File: config.mk
export PLATFORM = sky130hd
export DESIGN_NAME = bad_decoder
export DESIGN_NICKNAME = d
export VERILOG_FILES = /design/src/hw/bad_pkg.sv /design/src/hw/bad_decoder.sv /design/src/hw/bad_bios_decode.sv /design/src/hw/bad_io_decode.sv
export SDC_FILE = /design/constraint.sdc
export NUM_CORES = 1
export LEC_CHECK = 0
export ABC_CLOCK_PERIOD_IN_PS = 5200
export BUFFER_PORTS_ARGS = -buffer_cell sky130_fd_sc_hd__clkbuf_2
export CORE_UTILIZATION = 55
export CTS_CLUSTER_SIZE = 16
export DETAILED_ROUTE_END_ITERATION = 10
export HOLD_SLACK_MARGIN = 0.03
export PLACE_DENSITY = 0.92
export SYNTH_ARGS = -nofsm -noshare
export SYNTH_HDL_FRONTEND = slang
export SYNTH_SLANG_ARGS = --single-unit
File: constraint.sdc
create_clock -name mclk -period 5.2 [get_ports mclk]
set_input_delay 0.26 -clock mclk [delete_from_list [all_inputs] [get_ports mclk]]
set_output_delay 0.26 -clock mclk [all_outputs]
set_load 0.02 [all_outputs]
File: src/hw/bad_pkg.sv
// Package with decoder constants, register offsets and field positions
package bad_pkg;
	// ****************************************
	// Configuration register offsets and reset values
	// ****************************************
	localparam logic [7:0] CFG_ENABLE_A_OFFSET = 8'h42;
	localparam logic [7:0] CFG_ENABLE_B_OFFSET = 8'h43;
	localparam logic [7:0] ENABLE_A_RESET      = 8'h00;
	localparam logic [7:0] ENABLE_B_RESET      = 8'h00;
	localparam logic [7:0] SG_BASE_RESET       = 8'h04;
	localparam logic [7:0] CFG_SG_BASE_OFFSET  = 8'h44;

	// ****************************************
	// Field positions in enable A
	// ****************************************
	localparam int LOW_REGION1_BIT   = 0;
	localparam int HIGH_REGION_BIT   = 4;
	localparam int ENLARGED_BIT      = 5;

	// ****************************************
	// Field positions in enable B
	// ****************************************
	localparam int VIDEO_LOW_BIT     = 0;
	localparam int VIDEO_HIGH_BIT    = 1;
	localparam int SIXTEEN_MEG_BIT   = 2;

	// ****************************************
	// Memory windows, compared on address bits 31:14 (video), 31:16 (other tags) or 31:19 (enlarged)
	// ****************************************
	localparam logic [17:0] CONV_LOW_BASE   = 18'h00038;
	localparam logic [17:0] VIDEO_BASE      = 18'h00030;
	localparam logic [15:0] HIGH_CONV_TAG   = 16'h000f;
	localparam logic [15:0] HIGH_16M_TAG    = 16'h00ff;
	localparam logic [15:0] HIGH_4GM1_TAG   = 16'hffef;
	localparam logic [15:0] HIGH_4G_TAG     = 16'hffff;
	localparam logic [15:0] LOW_4GM1_TAG    = 16'hffee;
	localparam logic [15:0] LOW_4G_TAG      = 16'hfffe;
	localparam logic [12:0] ENL_TAG         = 13'h1fff;
	localparam logic [2:0]  ENL_TOP_SUB     = 3'h6;

	// ****************************************
	// I/O ports
	// ****************************************
	localparam logic [15:0] IO_CFG_INDEX = 16'h0022;
	localparam logic [15:0] IO_CFG_DATA  = 16'h0023;
	localparam logic [15:0] IO_DMA3_PAGE = 16'h0082;
	localparam logic [15:0] IO_FDC_SEC   = 16'h0372;
	localparam logic [15:0] IO_FDC_PRI   = 16'h03f2;
	localparam int          FDC_DMA_BIT  = 3;
	localparam logic [7:0]  SG_LOW_FIRST = 8'h10;
	localparam logic [7:0]  SG_LOW_LAST  = 8'h3f;

	// ****************************************
	// Target codes of the I/O decoder
	// ****************************************
	typedef enum logic [3:0] {
		TGT_NONE     = 4'h0,
		TGT_DMA1     = 4'h1,
		TGT_PIC1     = 4'h2,
		TGT_CFG      = 4'h3,
		TGT_TIMER    = 4'h4,
		TGT_NMI_CTL  = 4'h5,
		TGT_NMI_MASK = 4'h6,
		TGT_PAGE     = 4'h7,
		TGT_DMA2     = 4'h8,
		TGT_FDC      = 4'h9,
		TGT_SG       = 4'ha
	} bad_target_t;
endpackage

File: src/hw/bad_decoder.sv
// Top of the BIOS and I/O address decoder with its configuration registers
`timescale 1ns/1ps
module bad_decoder (
	input  wire logic        mclk,
	input  wire logic        rst,
	input  wire logic        cycle_valid,
	input  wire logic        cycle_io,
	input  wire logic        cycle_write,
	input  wire logic [31:2] latched_addr,
	input  wire logic [3:0]  byte_en_n,
	input  wire logic [7:0]  wdata,
	output logic             bios_chip_select_n,
	output logic [3:0]       io_target,
	output logic             io_write_only,
	output logic             io_claim,
	output logic [7:0]       rdata,
	output logic             floppy_dma_enable,
	output logic [7:0]       rtc_index
);
	// ****************************************
	// State
	// ****************************************
	typedef struct packed {
		logic [7:0] enable_a;
		logic [7:0] enable_b;
		logic [7:0] sg_base;
		logic [7:0] cfg_index;
		logic       fdc_bit;
		logic [7:0] rtc_copy;
		logic       cs_n;
		logic [3:0] target;
		logic       wo;
		logic       claim;
		logic [7:0] rdata;
	} bad_state_t;

	bad_state_t st_reg;
	bad_state_t st_next;

	logic [1:0]           lane;
	logic [15:0]          port;
	logic                 bios_hit;
	bad_pkg::bad_target_t tgt;
	logic                 any_lane;

	function automatic logic [1:0] low_lane(input logic [3:0] be_n);
		logic [1:0] l;
		l = 2'h0;
		if (!be_n[0]) l = 2'h0;
		else if (!be_n[1]) l = 2'h1;
		else if (!be_n[2]) l = 2'h2;
		else l = 2'h3;
		return l;
	endfunction

	function automatic logic [7:0] lane_byte(input logic [31:0] w, input logic [1:0] l);
		return w[8*l +: 8];
	endfunction

	// ****************************************
	// Decoders
	// ****************************************
	always_comb begin
		lane     = low_lane(byte_en_n);
		any_lane = (byte_en_n != 4'hf);
		port     = {latched_addr[15:2], lane};
	end

	bad_bios_decode u_bios (
		.addr     (latched_addr),
		.enable_a (st_reg.enable_a),
		.enable_b (st_reg.enable_b),
		.hit      (bios_hit)
	);

	bad_io_decode u_io (
		.port    (port),
		.sg_base (st_reg.sg_base),
		.target  (tgt)
	);

	// ****************************************
	// Next state
	// ****************************************
	always_comb begin
		st_next = st_reg;
		// Select held for the whole cycle, dropped between cycles
		st_next.cs_n  = !(cycle_valid && !cycle_io && any_lane && bios_hit);
		st_next.target = 4'(bad_pkg::TGT_NONE);
		st_next.wo     = 1'b0;
		st_next.claim  = 1'b0;
		if (cycle_valid && cycle_io && any_lane) begin
			st_next.target = 4'(tgt);
			st_next.wo = (tgt == bad_pkg::TGT_TIMER && port[1:0] == 2'h3) ||
				(tgt == bad_pkg::TGT_NMI_MASK) ||
				(tgt == bad_pkg::TGT_DMA1 && port[3:0] >= 4'h9 &&
				port[3:0] <= 4'he) ||
				(tgt == bad_pkg::TGT_FDC);
			// Floppy port is shared: never claimed as the data source
			st_next.claim = (tgt != bad_pkg::TGT_NONE) && (tgt != bad_pkg::TGT_FDC);
			if (cycle_write) begin
				unique case (tgt)
					bad_pkg::TGT_CFG: begin
						if (port[0] == 1'b0) begin
							st_next.cfg_index = lane_byte({wdata, wdata, wdata, wdata}, lane);
						end else begin
							unique case (st_reg.cfg_index)
								bad_pkg::CFG_ENABLE_A_OFFSET: st_next.enable_a = wdata;
								bad_pkg::CFG_ENABLE_B_OFFSET: st_next.enable_b = wdata;
								bad_pkg::CFG_SG_BASE_OFFSET: st_next.sg_base = wdata;
								default: ;
							endcase
						end
					end
					bad_pkg::TGT_FDC: st_next.fdc_bit = wdata[bad_pkg::FDC_DMA_BIT];
					bad_pkg::TGT_NMI_MASK: st_next.rtc_copy = wdata;
					default: ;
				endcase
			end else if (tgt == bad_pkg::TGT_CFG) begin
				if (port[0] == 1'b0) begin
					st_next.rdata = st_reg.cfg_index;
				end else begin
					unique case (st_reg.cfg_index)
						bad_pkg::CFG_ENABLE_A_OFFSET: st_next.rdata = st_reg.enable_a;
						bad_pkg::CFG_ENABLE_B_OFFSET: st_next.rdata = st_reg.enable_b;
						bad_pkg::CFG_SG_BASE_OFFSET: st_next.rdata = st_reg.sg_base;
						default: st_next.rdata = 8'h00;
					endcase
				end
			end
		end
		if (rst) begin
			st_next.enable_a  = bad_pkg::ENABLE_A_RESET;
			st_next.enable_b  = bad_pkg::ENABLE_B_RESET;
			st_next.sg_base   = bad_pkg::SG_BASE_RESET;
			st_next.cfg_index = 8'h00;
			st_next.fdc_bit   = 1'b0;
			st_next.rtc_copy  = 8'h00;
			st_next.cs_n      = 1'b1;
			st_next.target    = 4'h0;
			st_next.wo        = 1'b0;
			st_next.claim     = 1'b0;
			st_next.rdata     = 8'h00;
		end
	end

	always_ff @(posedge mclk) begin
		st_reg <= st_next;
	end

	// ****************************************
	// Outputs
	// ****************************************
	always_comb begin
		bios_chip_select_n = st_reg.cs_n;
		io_target          = st_reg.target;
		io_write_only      = st_reg.wo;
		io_claim           = st_reg.claim;
		rdata              = st_reg.rdata;
		floppy_dma_enable  = st_reg.fdc_bit;
		rtc_index          = st_reg.rtc_copy;
	end

	// ****************************************
	// Assertions
	// ****************************************
	property p_io_no_select;
		@(posedge mclk) disable iff (rst) (cycle_valid && cycle_io) |=> bios_chip_select_n;
	endproperty
	a_io_no_select: assert property (p_io_no_select) else $error("select on io cycle");

	property p_enl_gate;
		@(posedge mclk) disable iff (rst)
		(cycle_valid && !cycle_io && any_lane && latched_addr[31:19] == 13'h1fff &&
		latched_addr[18:17] != 2'h3) |=> (bios_chip_select_n == !$past(st_reg.enable_a[5]));
	endproperty
	a_enl_gate: assert property (p_enl_gate) else $error("enlarged gate wrong");

	property p_16m_gate;
		@(posedge mclk) disable iff (rst)
		(cycle_valid && !cycle_io && any_lane && latched_addr[31:16] == 16'h00ff &&
		!st_reg.enable_b[2]) |=> bios_chip_select_n;
	endproperty
	a_16m_gate: assert property (p_16m_gate) else $error("16M alias without enable");

	property p_video_low;
		@(posedge mclk) disable iff (rst)
		(cycle_valid && !cycle_io && any_lane && latched_addr[31:14] == 18'h00030)
		|=> (bios_chip_select_n == !$past(st_reg.enable_b[0]));
	endproperty
	a_video_low: assert property (p_video_low) else $error("video low alias wrong");

	property p_fdc_no_claim;
		@(posedge mclk) disable iff (rst)
		(cycle_valid && cycle_io && any_lane && port == 16'h03f2) |=> !io_claim && io_write_only;
	endproperty
	a_fdc_no_claim: assert property (p_fdc_no_claim) else $error("floppy port claimed");

	property p_pic_alias;
		@(posedge mclk) disable iff (rst)
		(cycle_valid && cycle_io && any_lane && port == 16'h003d) |=> io_target == 4'h2;
	endproperty
	a_pic_alias: assert property (p_pic_alias) else $error("pic alias missed");

	property p_cfg_full;
		@(posedge mclk) disable iff (rst)
		(cycle_valid && cycle_io && any_lane && port == 16'h0032) |=> io_target != 4'h3;
	endproperty
	a_cfg_full: assert property (p_cfg_full) else $error("cfg port aliased");

	property p_dma1_alias;
		@(posedge mclk) disable iff (rst)
		(cycle_valid && cycle_io && any_lane && port == 16'h0018) |=> io_target == 4'h1;
	endproperty
	a_dma1_alias: assert property (p_dma1_alias) else $error("dma1 alias missed");

	property p_page3_full;
		@(posedge mclk) disable iff (rst)
		(cycle_valid && cycle_io && any_lane && port == 16'h0092) |=> io_target != 4'h7;
	endproperty
	a_page3_full: assert property (p_page3_full) else $error("page 3 aliased");

	property p_reset_values;
		@(posedge mclk) $past(rst) |-> (st_reg.enable_a == 8'h00 && st_reg.sg_base == 8'h04);
	endproperty
	a_reset_values: assert property (p_reset_values) else $error("reset value wrong");

	property p_high_gate;
		@(posedge mclk) disable iff (rst)
		(cycle_valid && !cycle_io && any_lane && (latched_addr[31:16] == 16'h000f ||
		latched_addr[31:16] == 16'hffef || latched_addr[31:16] == 16'hffff))
		|=> (bios_chip_select_n == !$past(st_reg.enable_a[4]));
	endproperty
	a_high_gate: assert property (p_high_gate) else $error("high region gate wrong");

	property p_low_gate;
		@(posedge mclk) disable iff (rst)
		(cycle_valid && !cycle_io && any_lane && (latched_addr[31:16] == 16'h000e ||
		latched_addr[31:16] == 16'hffee || latched_addr[31:16] == 16'hfffe))
		|=> (bios_chip_select_n == !$past(st_reg.enable_a[latched_addr[15:14]]));
	endproperty
	a_low_gate: assert property (p_low_gate) else $error("low region gate wrong");

	property p_video_high;
		@(posedge mclk) disable iff (rst)
		(cycle_valid && !cycle_io && any_lane && latched_addr[31:14] == 18'h00031)
		|=> (bios_chip_select_n == !$past(st_reg.enable_b[1]));
	endproperty
	a_video_high: assert property (p_video_high) else $error("video high alias wrong");

	property p_16m_both;
		@(posedge mclk) disable iff (rst)
		(cycle_valid && !cycle_io && any_lane && latched_addr[31:16] == 16'h00ff &&
		st_reg.enable_a[4] && st_reg.enable_b[2]) |=> !bios_chip_select_n;
	endproperty
	a_16m_both: assert property (p_16m_both) else $error("16M alias not selected");

	property p_refused;
		@(posedge mclk) disable iff (rst)
		(!cycle_valid || !any_lane) |=> bios_chip_select_n && io_target == 4'h0 && !io_claim;
	endproperty
	a_refused: assert property (p_refused) else $error("refused cycle decoded");

	property p_rtc_copy;
		@(posedge mclk) disable iff (rst)
		(cycle_valid && cycle_io && cycle_write && any_lane && port == 16'h0070)
		|=> rtc_index == $past(wdata) && io_claim;
	endproperty
	a_rtc_copy: assert property (p_rtc_copy) else $error("clock index copy wrong");

	property p_fdc_bit;
		@(posedge mclk) disable iff (rst)
		(cycle_valid && cycle_io && cycle_write && any_lane && port == 16'h0372)
		|=> floppy_dma_enable == $past(wdata[3]);
	endproperty
	a_fdc_bit: assert property (p_fdc_bit) else $error("floppy bit wrong");

	property p_timer_cmd;
		@(posedge mclk) disable iff (rst)
		(cycle_valid && cycle_io && any_lane && port == 16'h0053) |=> io_target == 4'h4 && io_write_only;
	endproperty
	a_timer_cmd: assert property (p_timer_cmd) else $error("timer command alias wrong");

	property p_nmi_ctl;
		@(posedge mclk) disable iff (rst)
		(cycle_valid && cycle_io && any_lane && port == 16'h0063) |=> io_target == 4'h5;
	endproperty
	a_nmi_ctl: assert property (p_nmi_ctl) else $error("nmi control alias wrong");

	property p_dma2_odd;
		@(posedge mclk) disable iff (rst)
		(cycle_valid && cycle_io && any_lane && port == 16'h00d9) |=> io_target == 4'h8;
	endproperty
	a_dma2_odd: assert property (p_dma2_odd) else $error("dma2 odd alias missed");

	property p_status_cmd;
		@(posedge mclk) disable iff (rst)
		(cycle_valid && cycle_io && any_lane && (port == 16'h0008 || port == 16'h00d0))
		|=> io_claim && !io_write_only;
	endproperty
	a_status_cmd: assert property (p_status_cmd) else $error("status port wrong");

	property p_dma1_wo;
		@(posedge mclk) disable iff (rst)
		(cycle_valid && cycle_io && any_lane && port[15:4] == 12'h000 && port[3:0] >= 4'h9 &&
		port[3:0] <= 4'he) |=> io_write_only && io_target == 4'h1;
	endproperty
	a_dma1_wo: assert property (p_dma1_wo) else $error("dma1 command port wrong");

	property p_sg_window;
		@(posedge mclk) disable iff (rst)
		(cycle_valid && cycle_io && any_lane && port[15:8] == st_reg.sg_base &&
		port[7:0] >= 8'h10 && port[7:0] <= 8'h3f) |=> io_target == 4'ha && io_claim;
	endproperty
	a_sg_window: assert property (p_sg_window) else $error("scatter window missed");

	property p_cfg_read;
		@(posedge mclk) disable iff (rst)
		(cycle_valid && cycle_io && !cycle_write && any_lane && port == 16'h0023 &&
		st_reg.cfg_index == 8'h42) |=> rdata == $past(st_reg.enable_a);
	endproperty
	a_cfg_read: assert property (p_cfg_read) else $error("enable read wrong");
endmodule

File: src/hw/bad_bios_decode.sv
// Combinational BIOS memory region decoder
`timescale 1ns/1ps
module bad_bios_decode (
	input  wire logic [31:2] addr,
	input  wire logic [7:0]  enable_a,
	input  wire logic [7:0]  enable_b,
	output logic             hit
);
	logic [17:0] blk;
	logic [15:0] tag;
	logic [1:0]  sub;
	always_comb begin
		blk = addr[31:14];
		tag = addr[31:16];
		sub = addr[15:14];
		hit = 1'b0;
		// Conventional low regions, and their aliases below 4 GB and 4 GB minus 1 MB
		if (blk[17:2] == bad_pkg::CONV_LOW_BASE[17:2] || tag == bad_pkg::LOW_4GM1_TAG ||
			tag == bad_pkg::LOW_4G_TAG) begin
			hit = enable_a[bad_pkg::LOW_REGION1_BIT + 32'(sub)];
		end
		if (tag == bad_pkg::HIGH_CONV_TAG || tag == bad_pkg::HIGH_4GM1_TAG ||
			tag == bad_pkg::HIGH_4G_TAG) begin
			hit = enable_a[bad_pkg::HIGH_REGION_BIT];
		end
		if (tag == bad_pkg::HIGH_16M_TAG) begin
			hit = enable_a[bad_pkg::HIGH_REGION_BIT] &
				enable_b[bad_pkg::SIXTEEN_MEG_BIT];
		end
		if (blk == bad_pkg::VIDEO_BASE) begin
			hit = enable_b[bad_pkg::VIDEO_LOW_BIT];
		end
		if (blk == bad_pkg::VIDEO_BASE + 18'h1) begin
			hit = enable_b[bad_pkg::VIDEO_HIGH_BIT];
		end
		if (addr[31:19] == bad_pkg::ENL_TAG && addr[18:16] <= bad_pkg::ENL_TOP_SUB - 3'h1) begin
			hit = enable_a[bad_pkg::ENLARGED_BIT];
		end
	end
endmodule

File: src/hw/bad_io_decode.sv
// Combinational I/O port decoder for the internal 8-bit registers
`timescale 1ns/1ps
module bad_io_decode (
	input  wire logic [15:0]      port,
	input  wire logic [7:0]       sg_base,
	output bad_pkg::bad_target_t  target
);
	always_comb begin
		target = bad_pkg::TGT_NONE;
		if (port[15:8] == 8'h00) begin
			if (port[7:5] == 3'h0) begin
				target = bad_pkg::TGT_DMA1;
			end else if (port == bad_pkg::IO_CFG_INDEX || port == bad_pkg::IO_CFG_DATA) begin
				target = bad_pkg::TGT_CFG;
			end else if (port[7:5] == 3'h1 && port[1] == 1'b0) begin
				target = bad_pkg::TGT_PIC1;
			end else if (port[7:5] == 3'h2 && port[2] == 1'b0) begin
				target = bad_pkg::TGT_TIMER;
			end else if (port[7:2] == 6'h18 && port[0] == 1'b1) begin
				target = bad_pkg::TGT_NMI_CTL;
			end else if (port[7:3] == 5'h0e && port[0] == 1'b0) begin
				target = bad_pkg::TGT_NMI_MASK;
			end else if (port == bad_pkg::IO_DMA3_PAGE ||
				(port[7:5] == 3'h4 && port[3:0] != 4'h2)) begin
				target = bad_pkg::TGT_PAGE;
			end else if (port[7:5] == 3'h6) begin
				target = bad_pkg::TGT_DMA2;
			end
		end
		if (port == bad_pkg::IO_FDC_SEC || port == bad_pkg::IO_FDC_PRI) begin
			target = bad_pkg::TGT_FDC;
		end
		if (port[15:8] == sg_base && port[7:0] >= bad_pkg::SG_LOW_FIRST &&
			port[7:0] <= bad_pkg::SG_LOW_LAST) begin
			target = bad_pkg::TGT_SG;
		end
	end
endmodule

Word level (Yosys, flattened, before mapping):

Index checks and enable logic that the tools add are counted.
W data, S select, Z words.

* magnitude comparators: 6
* equal/unequal tests: 34
* shift operators: 1
* mux-type cells: 24
* bitwise operators: 6
* reductions and logical operators: 40

Operators by type and width (number)
* $eq A16 B16 Y1 const B: 4
* $mux W4: 11
* $eq A18 B6 Y1 const B: 2
* $eq A16 B10 Y1 const B: 2
* $eq A16 B4 Y1 const B: 2
* $eq A16 B6 Y1 const B: 2
* $eq A16 B8 Y1 const B: 2
* $shiftx A32 B6 Y8: 1
* $eq A8 B7 Y1 const B: 3
* $pmux W8 S3: 1
* $logic_and A1 B1 Y1: 17
* $reduce_and A5 Y1: 3
* $eq A13 B13 Y1 const B: 1
* $logic_or A1 B1 Y1: 10
* $reduce_and A3 Y1: 3
* $eq A4 B3 Y1 const B: 2
* $eq A8 B8 Y1: 1
* $ge A8 B5 Y1 const B: 1
* $le A8 B6 Y1 const B: 1
* $logic_not A8 Y1: 1
* $mux W1: 8
* $mux W8: 1
* $ne A4 B4 Y1 const B: 2
* $eq A3 B3 Y1 const B: 2
* other kinds (22): 28

* register bits: 56
* output and inout port bits: 24
* logic and storage cells: 122

Depth between registers and ports, before layout:

* depth after elaboration: 21
* depth in mapped cells: 10
* depth with buffers taken out: 7

Modules after synthesis:

A second synthesis with hierarchy kept.

* cells, all modules: 366
* area, all modules: 3369.5 um2

Modules (own cells, without submodules)
* bad_decoder: instances 1, cells each 294, area an instance 2845.2 um2, sequential area each 1121.1 um2
* bad_io_decode: instances 1, cells each 47, area an instance 309.0 um2, sequential area each 0.0 um2
* bad_bios_decode: instances 1, cells each 25, area an instance 215.2 um2, sequential area each 0.0 um2

Least setup slack after synthesis:

Ideal clock, no wire load.

* kind: input to register
* start: in latched_addr[5] (netlist bit)
* end: reg st_reg[32] (netlist bit)
* arrival: 2494 ps
* data required time: 5080 ps
* slack: 2585 ps
* stages: 9
* cells stage by stage: buf_2 > or3b_1 > a2111oi_1 > o21ai_1 > a31oi_4 > nand3_2 > or4b_1 > buf_2 > mux2i_1

* word-level cells in the longest chain between the ends: 15
* elaborated cells on any way between the ends: 37
* classes of those cells: order compare: 2; eq/ne: 12; mux: 11; reduce/logical: 12

Ends and longest elaborated chain
* start: declaration: RTL line bad_decoder.sv:9 `input wire logic [31:2] latched_addr,`
* parallel branches: the longest is 12 deep, another holds $eq A16 B8 Y1
* $mux W4 (*): RTL line bad_io_decode.sv:33 `if (port[15:8] == sg_base && port[7:0] >= bad_pkg::SG_LOW_FIRST &&`
* $eq A4 B2 Y1 (*): RTL line bad_decoder.sv:102 `unique case (tgt)`
* $reduce_and A5 Y1 (no line) (*)
* end signal: assignment: RTL line bad_decoder.sv:148 `st_reg <= st_next;`
* end: declaration: RTL line bad_decoder.sv:37 `bad_state_t st_reg;`

Every way passes the cells marked *.
A chain may end at the register's enable or synchronous reset.

Worst setup path in the final report:

* start: reg st_reg[27] (netlist bit)
* end: reg st_reg[48] (netlist bit)

* word-level cells in the longest chain between the ends: 2

Ends and longest elaborated chain
* $eq A8 B7 Y1: RTL line bad_decoder.sv:107 `unique case (st_reg.cfg_index)`
* $reduce_and A5 Y1 (no line)

Every way passes these cells.

==> impl_metrics.toml <==
[sta]
period_needed_ns = 3.12
setup_viol = 0
finalSetupTns_ns = 0
slew_viol_final = 0
slew-limit-headroom_pct = 20.6
worstMarginPinSlew_ns = 1.18
skew_ns = 0.00912
whs_ns = 0.149
layout_setup_ws_ns = 2.08
period_share_pct = 60.0
rsz0062_at_grt = "false"
hold_viol = 0
max_freq_mhz = 321

[yosys]
ys_seq_area_share_pct = 34.7
postSynthAreaPerCell_sq_um = 8.77
syn_nets = 415
yosys_warnings = 0
synth-seq-cells = 56
synthFlopType = "dfxtp_1"
synth_edf_count = 0
netlist_area_sq_um = 3230
synthArstFlopShare_pct = 0
post_synth_num_cell_types = 56
netlist_instances = 368

[clocking]
post-cts-setup-buffers = 0
cts_resized = 0
ctsRootBufferMaster = "clkbuf_8"
tritoncts = "built"
cts_buffers = 5
clkSlewWorstSetupHoldPaths_ns = 0.11
clockBufferDepth = 2
clk_latency_ns = 0.32
cts_hold_buf = 0
clkSinkCount = 56
ctsHtreeMaxLevel = 2

[pwr]
swShare_pct = 24.6
p_sw_uw = 196
pwr-share-seq_pct = 53.8
p_int_uw = 601
power_leakage_uw = 0.00147
clkPwrFrac_pct = 37.5
vdd_drop_max_v = 0.000215
pwr_density_cell_nw_per_um2 = 223
p_comb_share_pct = 8.7

[place]
dpl.cell_count = 476
dp_hpwl_um = 5900
gp_congestion = 0.891
portBuffers = 70
dp_slack_ns = 1.91

[finish]
layout_commonest_cell = "clkbuf_2"
largest_reg_flops = 32
drive_gt1_share_pct = 22.1
fin_cells = 484
most-common-layout-cells = "70 x clkbuf_2, 56 x dfxtp_1, 42 x nor2_1, 42 x mux2i_1, 38 x nand2_1"
area_delta_synth_final_pct = 10.9
nNetsFinal = 458
fin_util_pct = 64.2
n_antenna_cell = 0

[detailed_routing]
drc = 0
via_per_inst = 6.15
wl_per_cell_um = 16.6
drtPass1Iterations = 5
dr_total_vias = 2975
antenna_left = 0
drtIter0Drc = 218
finalWirelength_um = 8060

[worst_setup_path]
cpMostUsedCell = "nor3_1"
rr_endpoint = "st_reg[48]"
crit_slowest_cell = "nor3_1"
required_ns = 5.37
path_class = "flip-flop to flip-flop"
cp-start-kind = "flip-flop"
worstPathCellList = "nor3_1 > nand3b_1 > nor3_1 > nor4b_1 > nand4_2 > mux2i_1 > nor2_1"
cp.arrival_ns = 3.29
end_kind = "flip-flop"
r2r-start = "st_reg[27]"
r2r_slack_ns = 2.08
reg2regPathDepth = 7
cp_slowest_stage_delay_ns = 0.97
crit_end = "st_reg[48]"
critPathLaunch = "st_reg[27]"
cp_max_fo = 9

[global_routing]
antenna_found_initial = 0
grt_max_degree = 61
gr-total-overflow = 0
grt_pass1_vias = 2844
grt_usage_pct = 27.5
grt_pass1_wl_um = 13300

[outcome]
status = "complete, no violations"

[floorplan]
pin_count = 71
fp-row-count = 27
initial_core_util_pct = 57.9
dieHeight_um = 78.6
core_area_sq_um = 5570
die_w_um = 78.6
design.die.area_sq_um = 6180

[hold_path]
holdPathStages = 2
hold_class = "primary input to flip-flop"

[flow_run]
max_cap_violations = 0
cell type report:
type / instances / area (sq um)
Multi-Input combinational cell: 272 / 1880
Fill cell: 485 / 1990
Clock inverter: 3 / 46.3
Sequential cell: 56 / 1120
Inverter: 5 / 18.8
Timing Repair Buffer: 71 / 358
Tap cell: 72 / 90.1
Clock buffer: 5 / 68.8
routing by layer:
metal	GRT usage (%)	vias to the layer above	routed length (um)
met5	0	-	0
met2	45.8	111	3850
li1	-	1435	-
met1	32.5	1403	3360
met3	5.93	26	540
met4	15.2	0	303
cell usage after synthesis (all sizes together), types with 2 or more instances:
| cell type | count | area share, % |
|---|---|---|
| a221o | 7 | 2.2 |
| nand4b | 2 | 0.54 |
| a211o | 2 | 0.54 |
| nand3b | 2 | 0.46 |
| nand4 | 9 | 2.1 |
| buf | 25 | 5.4 |
| inv | 5 | 0.58 |
| a21oi | 11 | 1.7 |
| a222oi | 8 | 2.5 |
| nor4bb | 3 | 0.93 |
| and2 | 2 | 0.39 |
| nand3 | 11 | 1.9 |
| nor3 | 11 | 1.7 |
| mux2i | 42 | 13 |
| nor2 | 42 | 4.9 |
| a2111oi | 4 | 1.3 |
| a31oi | 3 | 1.0 |
| clkbuf | 10 | 1.2 |
| nor4 | 8 | 2.5 |
| or4 | 4 | 1.0 |
| nand2 | 38 | 4.4 |
| xnor2 | 7 | 1.9 |
| nand2b | 27 | 5.2 |
| or3b | 2 | 0.54 |
| o21ai | 5 | 0.78 |
| a211oi | 2 | 0.62 |
| nor4b | 3 | 1.0 |
| o2111ai | 2 | 0.54 |
| dfxtp | 56 | 35 |
critical path: cells and delay by family, from the launching register on:
kind | cells | cell delay [ns]
flops | 1 | 0.36
mux | 1 | 0.30
simple gates | 6 | 2.33
how the worst min path moves through the flow:
stage | start | endpoint | slack, ns
floorplan | cycle_io | bios_chip_select_n | 0.37
global placement | rdata[5] | rdata[5] | 0.44
detailed placement | floppy_dma_enable | floppy_dma_enable | 0.45
CTS | cycle_io | bios_chip_select_n | 0.15
global route | cycle_io | bios_chip_select_n | 0.15
finish | cycle_io | bios_chip_select_n | 0.15
logic make-up after synthesis:
kind of cell    after synthesis  share of synthesized area [%]
simple gates                169                           28.9
flops                        56                           34.7
compound gates               53                           13.6
mux                          43                           13.7
buf+inv                      40                           7.13
xor+xnor                      7                           1.90
through the flow:
stage | power [uW] | area, sq um
after floorplan | 472 | 3230
after global placement | 506 | 3460
after detailed placement | 506 | 3460
after CTS | 798 | 3580
after global routing | 820 | 3580
final | 797 | 3580
power groups by stage:
stage | clock [uW] | combinational [uW] | sequential, uW
after detailed placement | 0 | 67.9 | 438
after global placement | 0 | 67.2 | 438
final | 299 | 69.2 | 429
after floorplan | 0 | 33.2 | 439
after global routing | 315 | 76.1 | 429
after CTS | 301 | 68.4 | 429
Power figures use the tool's default switching activity.
